`config.mk`:
```
export PLATFORM = sky130hd
export DESIGN_NAME = tiw_top
export DESIGN_NICKNAME = d
export VERILOG_FILES = /design/src/inc/tiw_pkg.sv /design/src/hw/tiw_top.sv
export SDC_FILE = /design/constraint.sdc
export NUM_CORES = 1
export LEC_CHECK = 0
export CAP_MARGIN = 20
export CORE_MARGIN = 3
export CORE_UTILIZATION = 40
export CTS_BUF_LIST = sky130_fd_sc_hd__clkbuf_16
export DETAILED_ROUTE_END_ITERATION = 7
export DONT_BUFFER_PORTS = 1
export PLACE_DENSITY = 0.64
export SLEW_MARGIN = 10
export SYNTH_ARGS = -nofsm -noshare
export SYNTH_HDL_FRONTEND = slang
export SYNTH_SLANG_ARGS = --single-unit
```
`constraint.sdc`:
```
create_clock -name mclk_i -period 2 [get_ports mclk_i]
set_input_delay 0.1 -clock mclk_i [delete_from_list [all_inputs] [get_ports mclk_i]]
set_output_delay 0.1 -clock mclk_i [all_outputs]
set_load 0.005 [all_outputs]
```
`src/inc/tiw_pkg.sv`:
```
package tiw_pkg;

   // ---------------------------------------------------------------
   // Register indices
   // ---------------------------------------------------------------
   localparam logic [9:0] IDX_SERVICE = 10'h0B5;
   localparam logic [9:0] IDX_CONTROL = 10'h0B6;
   localparam logic [9:0] IDX_STATUS = 10'h0B7;
   localparam logic [9:0] IDX_MASK = 10'h0B8;
   localparam logic [9:0] IDX_FUSE = 10'h0B9;

   // ---------------------------------------------------------------
   // Field positions
   // ---------------------------------------------------------------
   localparam int CTL_WAKE_IE = 7;
   localparam int CTL_TB_FLAG = 1;
   localparam int CTL_TB_IE = 0;
   localparam int EV_OVF = 0;
   localparam int EV_WAKE = 1;
   localparam int EV_EARLY = 2;
   localparam int EV_LATE = 3;
   localparam int FUSE_WATCHDOG_ENABLE_FUSE = 0;
   localparam int FUSE_PROT = 1;
   localparam int FUSE_PROG = 2;

   // ---------------------------------------------------------------
   // Reset values, patterns and counts
   // ---------------------------------------------------------------
   localparam logic [7:0] CONTROL_RST = 8'h00;
   localparam logic [3:0] EV_RST = 4'h0;
   localparam logic [7:0] SERVICE_KEY = 8'h1B;
   localparam logic [11:0] TB_MAX = 12'hFFF;
   localparam logic [3:0] WD_LAST = 4'hE;
   localparam logic [11:0] RESTART_PC = 12'hC00;
   localparam logic [4:0] RST_HOLD_CYC = 5'h10;

   typedef enum logic [1:0] {
      TIW_RUN = 2'b00,
      TIW_HOLD = 2'b01,
      TIW_FETCH = 2'b11
   } tiw_state_t;

   typedef struct packed {
      tiw_state_t st;
      logic [11:0] cnt;
      logic idle_ext;
      logic [3:0] wd_cnt;
      logic tb_flag;
      logic tb_ie;
      logic wk_ie;
      logic [3:0] sts;
      logic [3:0] msk;
      logic fuse;
      logic fuse_load;
      logic idle;
      logic [4:0] hold;
      logic [9:0] a_idx;
      logic a_we;
      logic irq;
      logic tb_irq;
      logic wk_irq;
      logic wd_rst;
      logic fetch_go;
      logic [11:0] pc;
      logic [31:0] hrdata;
      logic hready;
   } tiw_regs_t;

endpackage

```
`src/hw/tiw_top.sv`:
```
`timescale 1ns/10ps

// Functional notes
// - Twelve-bit timebase counts every clock, reset clears.
// - Timebase count is never software visible.
// - Wrap from all ones sets overflow flag.
// - Flag and enable hold timebase interrupt high.
// - Writing one keeps flag; zero clears it.
// - Control: wake enable 7, flag 1, enable 0.
// - Idle bit toggles per wrap; wakes idle.
// - Idle overflow indication is never software visible.
// - Four-bit watchdog; fifteenth count forces reset.
// - After reset delay, fetch restarts at 0xC00.
// - Watchdog always counts; fuse gates the reset.
// - Fuse changes only in programming mode, protected.
// - Service key allowed between 4096 and 61440.
// - Accepted service clears watchdog count to zero.
// - Watchdog keeps counting during idle mode.
// - Wake enable passes shared wake pending interrupt.
module tiw_top
   import tiw_pkg::*;
(
   // Clock and reset
   input wire logic mclk_i,
   input wire logic srst_i,
   // AHB-Lite slave
   input wire logic hsel_i,
   input wire logic [31:0] haddr_i,
   input wire logic [1:0] htrans_i,
   input wire logic hwrite_i,
   input wire logic [2:0] hsize_i,
   input wire logic [31:0] hwdata_i,
   input wire logic hready_i,
   output logic [31:0] hrdata_o,
   output logic hreadyout_o,
   output logic hresp_o,
   // Core and wake-up side
   input wire logic idle_req_i,
   input wire logic wake_pend_i,
   input wire logic prog_mode_i,
   input wire logic write_protect_i,
   input wire logic fuse_init_i,
   output logic idle_o,
   output logic timebase_interrupt_o,
   output logic wake_irq_o,
   output logic irq_o,
   output logic wdt_reset_o,
   output logic watchdog_enable_fuse_o,
   output logic fetch_start_o,
   output logic [11:0] fetch_pc_o
);

   // ---------------------------------------------------------------
   // Helpers
   // ---------------------------------------------------------------
   function automatic logic hit(input logic [9:0] idx, input logic [9:0] want);
      hit = (idx == want);
   endfunction

   // Set wins over clear, so an event in the clearing cycle survives.
   function automatic logic [3:0] sticky(input logic [3:0] old, input logic [3:0] set,
                                         input logic [3:0] clr);
      sticky = set | (old & ~clr);
   endfunction

   // ---------------------------------------------------------------
   // State
   // ---------------------------------------------------------------
   tiw_regs_t s;
   tiw_regs_t n;
   logic ovf;
   logic wr;
   logic [7:0] wb;
   logic [3:0] ev;
   logic [3:0] clr;
   logic trip;
   logic addr_ph;

   always_comb begin
      n = s;
      ev = 4'h0;
      clr = 4'h0;
      trip = 1'b0;
      wb = hwdata_i[7:0];
      wr = s.a_we;
      addr_ph = hsel_i & htrans_i[1] & hready_i;
      n.fetch_go = 1'b0;
      n.hready = 1'b1;
      ovf = (s.cnt == TB_MAX);

      // -------------------------------------------------------------
      // Timebase, idle timer and watchdog
      // -------------------------------------------------------------
      n.cnt = s.cnt + 12'h001;
      if (ovf) begin
         ev[EV_OVF] = 1'b1;
         n.idle_ext = ~s.idle_ext;
         // Counting does not look at idle, so a lapse resets in idle too.
         if (s.wd_cnt == WD_LAST) begin
            ev[EV_LATE] = 1'b1;
            n.wd_cnt = 4'h0;
         end else begin
            n.wd_cnt = s.wd_cnt + 4'h1;
         end
      end
      if (wr && hit(s.a_idx, IDX_SERVICE) && wb == SERVICE_KEY) begin
         if (s.wd_cnt == 4'h0) begin
            ev[EV_EARLY] = 1'b1;
         end else begin
            n.wd_cnt = 4'h0;
         end
      end
      // Any other value written to the service register falls through.
      trip = s.fuse & (ev[EV_LATE] | ev[EV_EARLY]);

      // -------------------------------------------------------------
      // Idle mode
      // -------------------------------------------------------------
      if (s.idle) begin
         if ((ovf && s.idle_ext) || wake_pend_i) begin
            n.idle = 1'b0;
            ev[EV_WAKE] = 1'b1;
         end
      end else if (idle_req_i) begin
         n.idle = 1'b1;
      end

      // -------------------------------------------------------------
      // Register writes
      // -------------------------------------------------------------
      if (wr && hit(s.a_idx, IDX_CONTROL)) begin
         n.wk_ie = wb[CTL_WAKE_IE];
         n.tb_ie = wb[CTL_TB_IE];
      end
      if (ev[EV_OVF]) begin
         n.tb_flag = 1'b1;
      end else if (wr && hit(s.a_idx, IDX_CONTROL) && !wb[CTL_TB_FLAG]) begin
         n.tb_flag = 1'b0;
      end
      if (wr && hit(s.a_idx, IDX_STATUS)) begin
         clr = hwdata_i[3:0];
      end
      n.sts = sticky(s.sts, ev, clr);
      if (wr && hit(s.a_idx, IDX_MASK)) begin
         n.msk = hwdata_i[3:0];
      end
      if (s.fuse_load) begin
         n.fuse = fuse_init_i;
         n.fuse_load = 1'b0;
      end else if (wr && hit(s.a_idx, IDX_FUSE) && prog_mode_i) begin
         // Protection only blocks clearing; setting is always allowed.
         if (wb[FUSE_WATCHDOG_ENABLE_FUSE] || !write_protect_i) begin
            n.fuse = wb[FUSE_WATCHDOG_ENABLE_FUSE];
         end
      end

      // -------------------------------------------------------------
      // Watchdog reset sequence
      // -------------------------------------------------------------
      case (s.st)
         TIW_RUN: begin
            if (trip) begin
               n.st = TIW_HOLD;
               n.hold = RST_HOLD_CYC;
            end
         end
         TIW_HOLD: begin
            n.hold = s.hold - 5'h01;
            if (s.hold == 5'h01) begin
               n.st = TIW_FETCH;
            end
         end
         TIW_FETCH: begin
            n.st = TIW_RUN;
            n.fetch_go = 1'b1;
         end
         default: begin
            n.st = TIW_RUN;
         end
      endcase
      if (n.st != TIW_RUN) begin
         // Timebase, watchdog, idle and interrupt state is reinitialised while the reset is held; the fuse keeps its value.
         n.cnt = 12'h000;
         n.idle_ext = 1'b0;
         n.wd_cnt = 4'h0;
         n.tb_flag = 1'b0;
         n.tb_ie = CONTROL_RST[CTL_TB_IE];
         n.wk_ie = CONTROL_RST[CTL_WAKE_IE];
         n.sts = EV_RST;
         n.msk = EV_RST;
         n.idle = 1'b0;
      end
      n.wd_rst = (n.st == TIW_HOLD);
      n.pc = RESTART_PC;

      // -------------------------------------------------------------
      // Outputs
      // -------------------------------------------------------------
      if (n.tb_flag && n.tb_ie) begin
         n.tb_irq = 1'b1;
      end else begin
         n.tb_irq = 1'b0;
      end

      if (wake_pend_i && n.wk_ie) begin
         n.wk_irq = 1'b1;
      end else begin
         n.wk_irq = 1'b0;
      end

      n.irq = |(n.sts & n.msk);

      // -------------------------------------------------------------
      // Bus address phase
      // -------------------------------------------------------------
      // Read data is taken from the next state so a write just before
      // a read is seen at once, at no wait state.
      n.a_we = addr_ph & hwrite_i;
      n.a_idx = haddr_i[11:2];
      n.hrdata = 32'h0000_0000;
      if (addr_ph && !hwrite_i && haddr_i[31:12] == 20'h00000) begin
         case (haddr_i[11:2])
            IDX_CONTROL: begin
               n.hrdata[CTL_WAKE_IE] = n.wk_ie;
               n.hrdata[CTL_TB_FLAG] = n.tb_flag;
               n.hrdata[CTL_TB_IE] = n.tb_ie;
            end
            IDX_STATUS: begin
               n.hrdata[3:0] = n.sts;
            end
            IDX_MASK: begin
               n.hrdata[3:0] = n.msk;
            end
            IDX_FUSE: begin
               n.hrdata[FUSE_WATCHDOG_ENABLE_FUSE] = n.fuse;
               n.hrdata[FUSE_PROT] = write_protect_i;
               n.hrdata[FUSE_PROG] = prog_mode_i;
            end
            default: begin
               // The counters and the service register have no read path.
               n.hrdata = 32'h0000_0000;
            end
         endcase
      end

      if (!addr_ph || haddr_i[31:12] != 20'h00000) begin
         n.a_we = 1'b0;
      end
   end

   always_ff @(posedge mclk_i) begin
      if (srst_i) begin
         s.st <= TIW_RUN;
         s.cnt <= 12'h000;
         s.idle_ext <= 1'b0;
         s.wd_cnt <= 4'h0;
         s.tb_flag <= CONTROL_RST[CTL_TB_FLAG];
         s.tb_ie <= CONTROL_RST[CTL_TB_IE];
         s.wk_ie <= CONTROL_RST[CTL_WAKE_IE];
         s.sts <= EV_RST;
         s.msk <= EV_RST;
         s.fuse <= 1'b0;
         // The stored enable is fetched on the first edge after release.
         s.fuse_load <= 1'b1;
         s.idle <= 1'b0;
         s.hold <= 5'h00;
         s.a_idx <= 10'h000;
         s.a_we <= 1'b0;
         s.irq <= 1'b0;
         s.tb_irq <= 1'b0;
         s.wk_irq <= 1'b0;
         s.wd_rst <= 1'b0;
         s.fetch_go <= 1'b0;
         s.pc <= RESTART_PC;
         s.hrdata <= 32'h0000_0000;
         s.hready <= 1'b1;
      end else begin
         s <= n;
      end
   end

   // ---------------------------------------------------------------
   // Bus outputs
   // ---------------------------------------------------------------
   // The slave never stalls, so the bus always sees OKAY and ready.
   assign hrdata_o = s.hrdata;
   assign hreadyout_o = s.hready;
   assign hresp_o = s.a_we & 1'b0;

   // ---------------------------------------------------------------
   // Interrupt and idle outputs
   // ---------------------------------------------------------------
   assign idle_o = s.idle;
   assign timebase_interrupt_o = s.tb_irq;
   assign wake_irq_o = s.wk_irq;
   assign irq_o = s.irq;

   // ---------------------------------------------------------------
   // Reset and fetch outputs
   // ---------------------------------------------------------------
   assign wdt_reset_o = s.wd_rst;
   assign watchdog_enable_fuse_o = s.fuse;
   assign fetch_start_o = s.fetch_go;
   assign fetch_pc_o = s.pc;

endmodule // tiw_top

```
==> results.toml, run 1 <==
[timing]
finClkSkew_ns = 0.00742
min_period_ns = 1.96
finalHoldViolations = 0
whs_ns = 0.00995
slew_headroom_pct = 56.7
setup_viol = 0
worst_pin_slew_ns = 0.648
fmax_ghz = 0.510
rsz0062_at_grt = "true"
period_share_pct = 98.0
drv_slew = 0
final.setup.tns_ns = 0

[worst_setup_path]
setup.worst_path.start_class = "flop"
critPathKind = "reg -> reg"
cp.required_ns = 2.22
worst-path-max-fanout = 3
reg2reg_depth = 5
rrSetupSlack_ns = 0.04
timing.rr.end = "irq_o$_SDFF_PP0_"
r2r-start = "s[59]$_SDFF_PP0_"
worstPathArrival_ns = 2.18
end_kind = "flop"

[cts]
clock_sinks = 59
cts_tree = "done"
clk_latency_ns = 0.33
cts.path.max_buffers = 2
cts-root-buf = "clkbuf_16"
cts_buffers = 9
path_clk_slew_ns = 0.06
cts_max_level = 3

[routing]
vias_per_cell = 5.01
drt_iter0_markers = 139
drc = 0
finalWirelength_mm = 6.74
wl_per_cell_microns = 13.9
ant_nets = 0
first_pass_iters = 4
via_count = 2430

[place]
dpl-instance-area_sq_um = 2980
numPortBuffers = 0
dp.cells = 442
hpwlAfterDp_mm = 4.78
gp_congestion = 0.826

[min_path]
hp-class = "in -> reg"
worstHoldStart = "wake_pend_i"
holdPathStages = 3
worstHoldEndpoint = "idle_o$_SDFF_PP0_"

[yosys]
ys_seq_area_share_pct = 40.5
yosysMostFrequentCell = "dfxtp_1"
synth-seq-cells = 59
synthArstFlopShare_pct = 0
synth.distinct_cells = 50
ys_warn_count = 0
avgSynthCellArea_sq_um = 8.66
syn-cell-area_sq_um = 2920
synth_flop_cell = "dfxtp_1"
synth_edf_count = 0
syn_inst = 337
synth_area_leaders = "dfxtp_1, buf_4, nor2_1"
yosys.area.top_type = "dfxtp_1"
synth_top_area_share_pct = 40.5
synth_common_cells = "dfxtp_1, nor2_1, buf_4, nor2b_1, nand2_1"

[floorplanning]
io_pins = 132
die_width_microns = 91.4
die_h_microns = 91.4
fp-row-count = 30
initial_utilization_pct = 42.0
die-area_sq_um = 8350
core_sq_um = 6940

[layout]
final_layout_size_suffix_gt1_share_pct = 18.8
fin_nets = 466
stdcell_count = 485
diodes = 0
area_growth_pct = 27.4
final_cell_area_sq_um = 3720

[global_route]
antenna_found_initial = 0
grt_pass1_wl_mm = 10.9
grt_use_total_pct = 16.4
grt_max_degree = 20
grt_pass1_vias = 2304
overflow = 0

[power_and_ir_drop]
power.density_nw_per_um2 = 808
irDropWorstVdd_uv = 438
p_leak_nw = 1.45
p_total_mw = 3.00

[outcome]
status = "finished, final reports clean"

[flow_run]
maxCapViolations = 0
[worst max path at each step]
stage | depth (start not counted) | slack [ns] | end | start
after global placement | 9 | -0.15 | hrdata_o[7]$_SDFF_PP0_ | s[53]$_SDFF_PP0_
after CTS | 9 | 0.006 | hrdata_o[7]$_SDFF_PP0_ | s[53]$_SDFF_PP0_
after detailed placement | 9 | -0.13 | hrdata_o[7]$_SDFF_PP0_ | s[53]$_SDFF_PP0_
after global routing | 6 | -0.05 | irq_o$_SDFF_PP0_ | s[59]$_SDFF_PP0_
after floorplan | 9 | 0.02 | s[87]$_SDFF_PP0_ | s[85]$_SDFF_PP0_
final | 5 | 0.04 | irq_o$_SDFF_PP0_ | s[59]$_SDFF_PP0_
[layout by cell type (no fill, tap or decap), types with 3 or more instances in the layout]
cell type,n
xnor2_1,7
nand3_1,12
ha_1,3
o21ai_2,4
nor2b_1,19
clkinvlp_4,3
and3_1,6
a21oi_1,12
dlygate4sd3_1,22
nand2_1,15
buf_6,5
o22ai_1,3
nand4_1,8
o21ai_0,4
conb_1,41
clkbuf_16,9
buf_4,24
nor4_1,7
dfxtp_1,57
o21ai_1,3
inv_1,5
xor2_1,4
nor2_1,46
nand4b_1,3
nor3_1,4
nor3b_1,4
mux2i_1,6
[sequential cells by signal, summed over array words and instances, names as in the netlist]
signal,cells
wdt_reset_o,1
fetch_start_o,1
wake_irq_o,1
watchdog_enable_fuse_o,1
hrdata_o,5
irq_o,1
wr,1
timebase_interrupt_o,1
s,46
idle_o,1
[stage by stage]
| step | worst slack, ns | utilization (%) |
|---|---|---|
| after floorplan | 0.0175 | - |
| after global placement | -0.146 | 43.0 |
| after detailed placement | -0.130 | 43.0 |
| after CTS | 0.00634 | 51.3 |
| after global routing | -0.0463 | 53.5 |
| final | 0.0392 | 53.5 |
[worst max-delay path: stages (launching register included)]
cell     delay [ns]
dfxtp_2        0.31
or4b_4         0.57
o41ai_2        0.43
nor2b_2        0.24
o22ai_1        0.11
o21ba_1        0.19
[layout make-up]
cell class,count,area [sq um]
Clock inverter,7,92.6
Inverter,5,18.8
Multi-Input combinational cell,258,1620
Fill cell,604,3230
Clock buffer,9,225
Tap cell,96,120
Sequential cell,59,1180
Timing Repair Buffer,51,457
[kinds of logic after synthesis]
kind of cell               synth area share [%]
buffers and inverters                      13.7
muxes                                      2.74
DFF                                        40.5
and+or+nand+nor                            28.2
xor gates and xnor gates                   3.30
other                                     0.257
AOI/OAI and AO/OA                          10.0
adders and majority gates                  1.29
[power breakdown]
part / leakage [nW] / internal, mW / switching [mW]
clock network: 0.147 / 1.08 / 0.542
logic: 0.819 / 0.0825 / 0.0771
registers: 0.480 / 1.20 / 0.0192
total: 1.45 / 2.36 / 0.638
[what timing repair did]
action / in CTS / in global routing
hold endpoints to repair: 31 / 1
gates resized for setup: 4 / 32
hold buffers: 21 / 1
pin swaps: 5 / 8
buffers inserted: 2 / 3
endpoints found under the setup margin: 10 / 43
[layer usage]
layer	global-route usage [%]	wire length, microns	vias to the layer above	share of wire (%)
li1	-	-	1195	-
met1	20.7	2860	1116	42
met2	25.9	3240	107	48
met3	5.97	537	12	8.0
met4	5.40	101	0	1.5
met5	0	0	-	0
Note: power is estimated with default switching activity, not from simulation.
==> inputs of run 2 (changes only) <==
CORE_UTILIZATION = 47   (was 40)
PLACE_DENSITY = 0.72   (was 0.64)
==> results.toml, run 2 (synthesized netlist as in run 1, its figures left out) <==
[floorplanning]
initial_utilization_pct = 49.0
die_h_microns = 84.8
core_sq_um = 5960
die_width_microns = 84.8
io_pins = 132
die-area_sq_um = 7190
fp-row-count = 28

[global_route]
grt_use_total_pct = 18.2
grt_pass1_vias = 2197
grt_max_degree = 20
overflow = 0
antenna_found_initial = 0
grt_pass1_wl_mm = 10.3

[timing]
fmax_ghz = 0.510
min_period_ns = 1.96
worst_pin_slew_ns = 0.702
setup_slack_ns = 0.0399
finalHoldViolations = 0
drv_slew = 0
rsz0062_at_grt = "true"
slew_headroom_pct = 53.1
finClkSkew_ns = 0.00485
setup_viol = 0
period_share_pct = 98.0

[worst_setup_path]
cp.depth = 10
cp_slowest_cell = "dfxtp_1"
cp.required_ns = 2.17
end_kind = "flop"
setup.worst_path.start_class = "flop"
critPathKind = "reg -> reg"
crit_family = "simple AND/OR/NAND/NOR gates"
cp_common_cell = "buf_4"
crit_buf_inv = 4
worst-path-max-fanout = 7
path_cells = "buf_4 -> nor4b_4 -> buf_4 -> nand4_1 -> nor2_2 -> buf_4 -> a221oi_4 -> buf_6 -> nor2_1 -> nor3_1"
reg2reg_depth = 10
cpPeakStageDelay_ns = 0.31
worstPathArrival_ns = 2.13

[layout]
area_growth_pct = 20.4
diodes = 0
nFillCells = 505
largest_register = "s"
layout_commonest_cell = "dfxtp_1"
final_layout_size_suffix_gt1_share_pct = 14.6
final_util_pct = 59.0
layout_common_cells = "dfxtp_1, nor2_1, conb_1"
fin_nets = 459
largest_reg_flops = 46

[power_and_ir_drop]
irDropWorstVdd_uv = 655
p_total_mw = 2.61
p_leak_nw = 1.38
power.density_nw_per_um2 = 743

[cts]
cts-root-buf = "clkbuf_16"
cts_max_level = 3
cts_buffers = 9
clock_sinks = 59
clk_latency_ns = 0.32
path_clk_slew_ns = 0.05
cts.path.max_buffers = 2
cts_tree = "done"

[routing]
finalWirelength_mm = 6.71
wl_per_cell_microns = 14.8
ant_nets = 0
vias_per_cell = 5.36
first_pass_iters = 4
drt_iter0_markers = 166
drc = 0
via_count = 2427

[min_path]
holdPathStages = 2
hp-class = "in -> reg"

[place]
place_ws_ns = -0.112
hpwlAfterDp_mm = 4.67
numPortBuffers = 0
gp_congestion = 0.840

[outcome]
status = "finished, final reports clean"

[flow_run]
maxCapViolations = 0
run 2: changes by cell type in the layout (fill, tap and decap cells not counted), sizes merged:
cell         change
clkinvlp         -3
dlygate4sd3      -2
inv              +1
buf              -5
bufinv           -2
run 2: cell type report:
| class | count | area (sq um) | share of cell area [%] |
|---|---|---|---|
| well taps | 75 | 93.8 | 2.67 |
| inverters | 5 | 18.8 | 0.534 |
| multi-input cells | 258 | 1600 | 45.5 |
| flip-flops and latches | 59 | 1180 | 33.7 |
| clock inverters | 3 | 11.3 | 0.321 |
| clock buffers | 9 | 225 | 6.41 |
| repair buffers | 44 | 384 | 10.9 |
run 2: path summary, 6_finish.rpt:
check	end	from	slack [ns]
worst max-delay path	s[63]$_SDFFE_PP0P_	s[54]$_SDFF_PP0_	0.04
worst min-delay path	s[70]$_SDFF_PP0_	hwdata_i[1]	0.005
worst max register to register	s[63]$_SDFFE_PP0P_	s[54]$_SDFF_PP0_	0.04
worst min register to register	fetch_start_o$_SDFF_PP0_	s[97]$_SDFF_PP0_	0.44
run 2: per-stage QoR:
stage | instances | hold slack, ns | cell area [sq um] | TNS [ns]
floorplan | 376 | 0.128 | 3060 | 0
global placement | 419 | 0.130 | 2940 | -0.394
detailed placement | 419 | 0.129 | 2940 | -0.442
CTS | 452 | 0.00525 | 3410 | 0
global route | 453 | 0.0139 | 3510 | -0.209
finish | 453 | 0.00525 | 3510 | 0
run 2: report_power, final:
part | leakage [nW] | switching [mW] | total, mW | internal (mW)
Combinational | 0.785 | 0.0743 | 0.148 | 0.0734
Sequential | 0.480 | 0.0186 | 1.22 | 1.20
Clock | 0.119 | 0.455 | 1.24 | 0.790
run 2: per-layer routing:
metal / up-vias / share of wire, % / global-route usage, %
li1: 1168 / - / -
met1: 1115 / 41 / 21.7
met2: 127 / 49 / 29.4
met3: 17 / 8.5 / 6.97
met4: 0 / 2.0 / 7.34
met5: - / 0 / 0
run 2: repair_timing:
action,CTS,global route
gates resized for setup,3,22
pin swaps,5,4
setup buffers,1,1
setup endpoints to repair,9,41
endpoints found under the hold margin,29,0
hold buffers,20,0
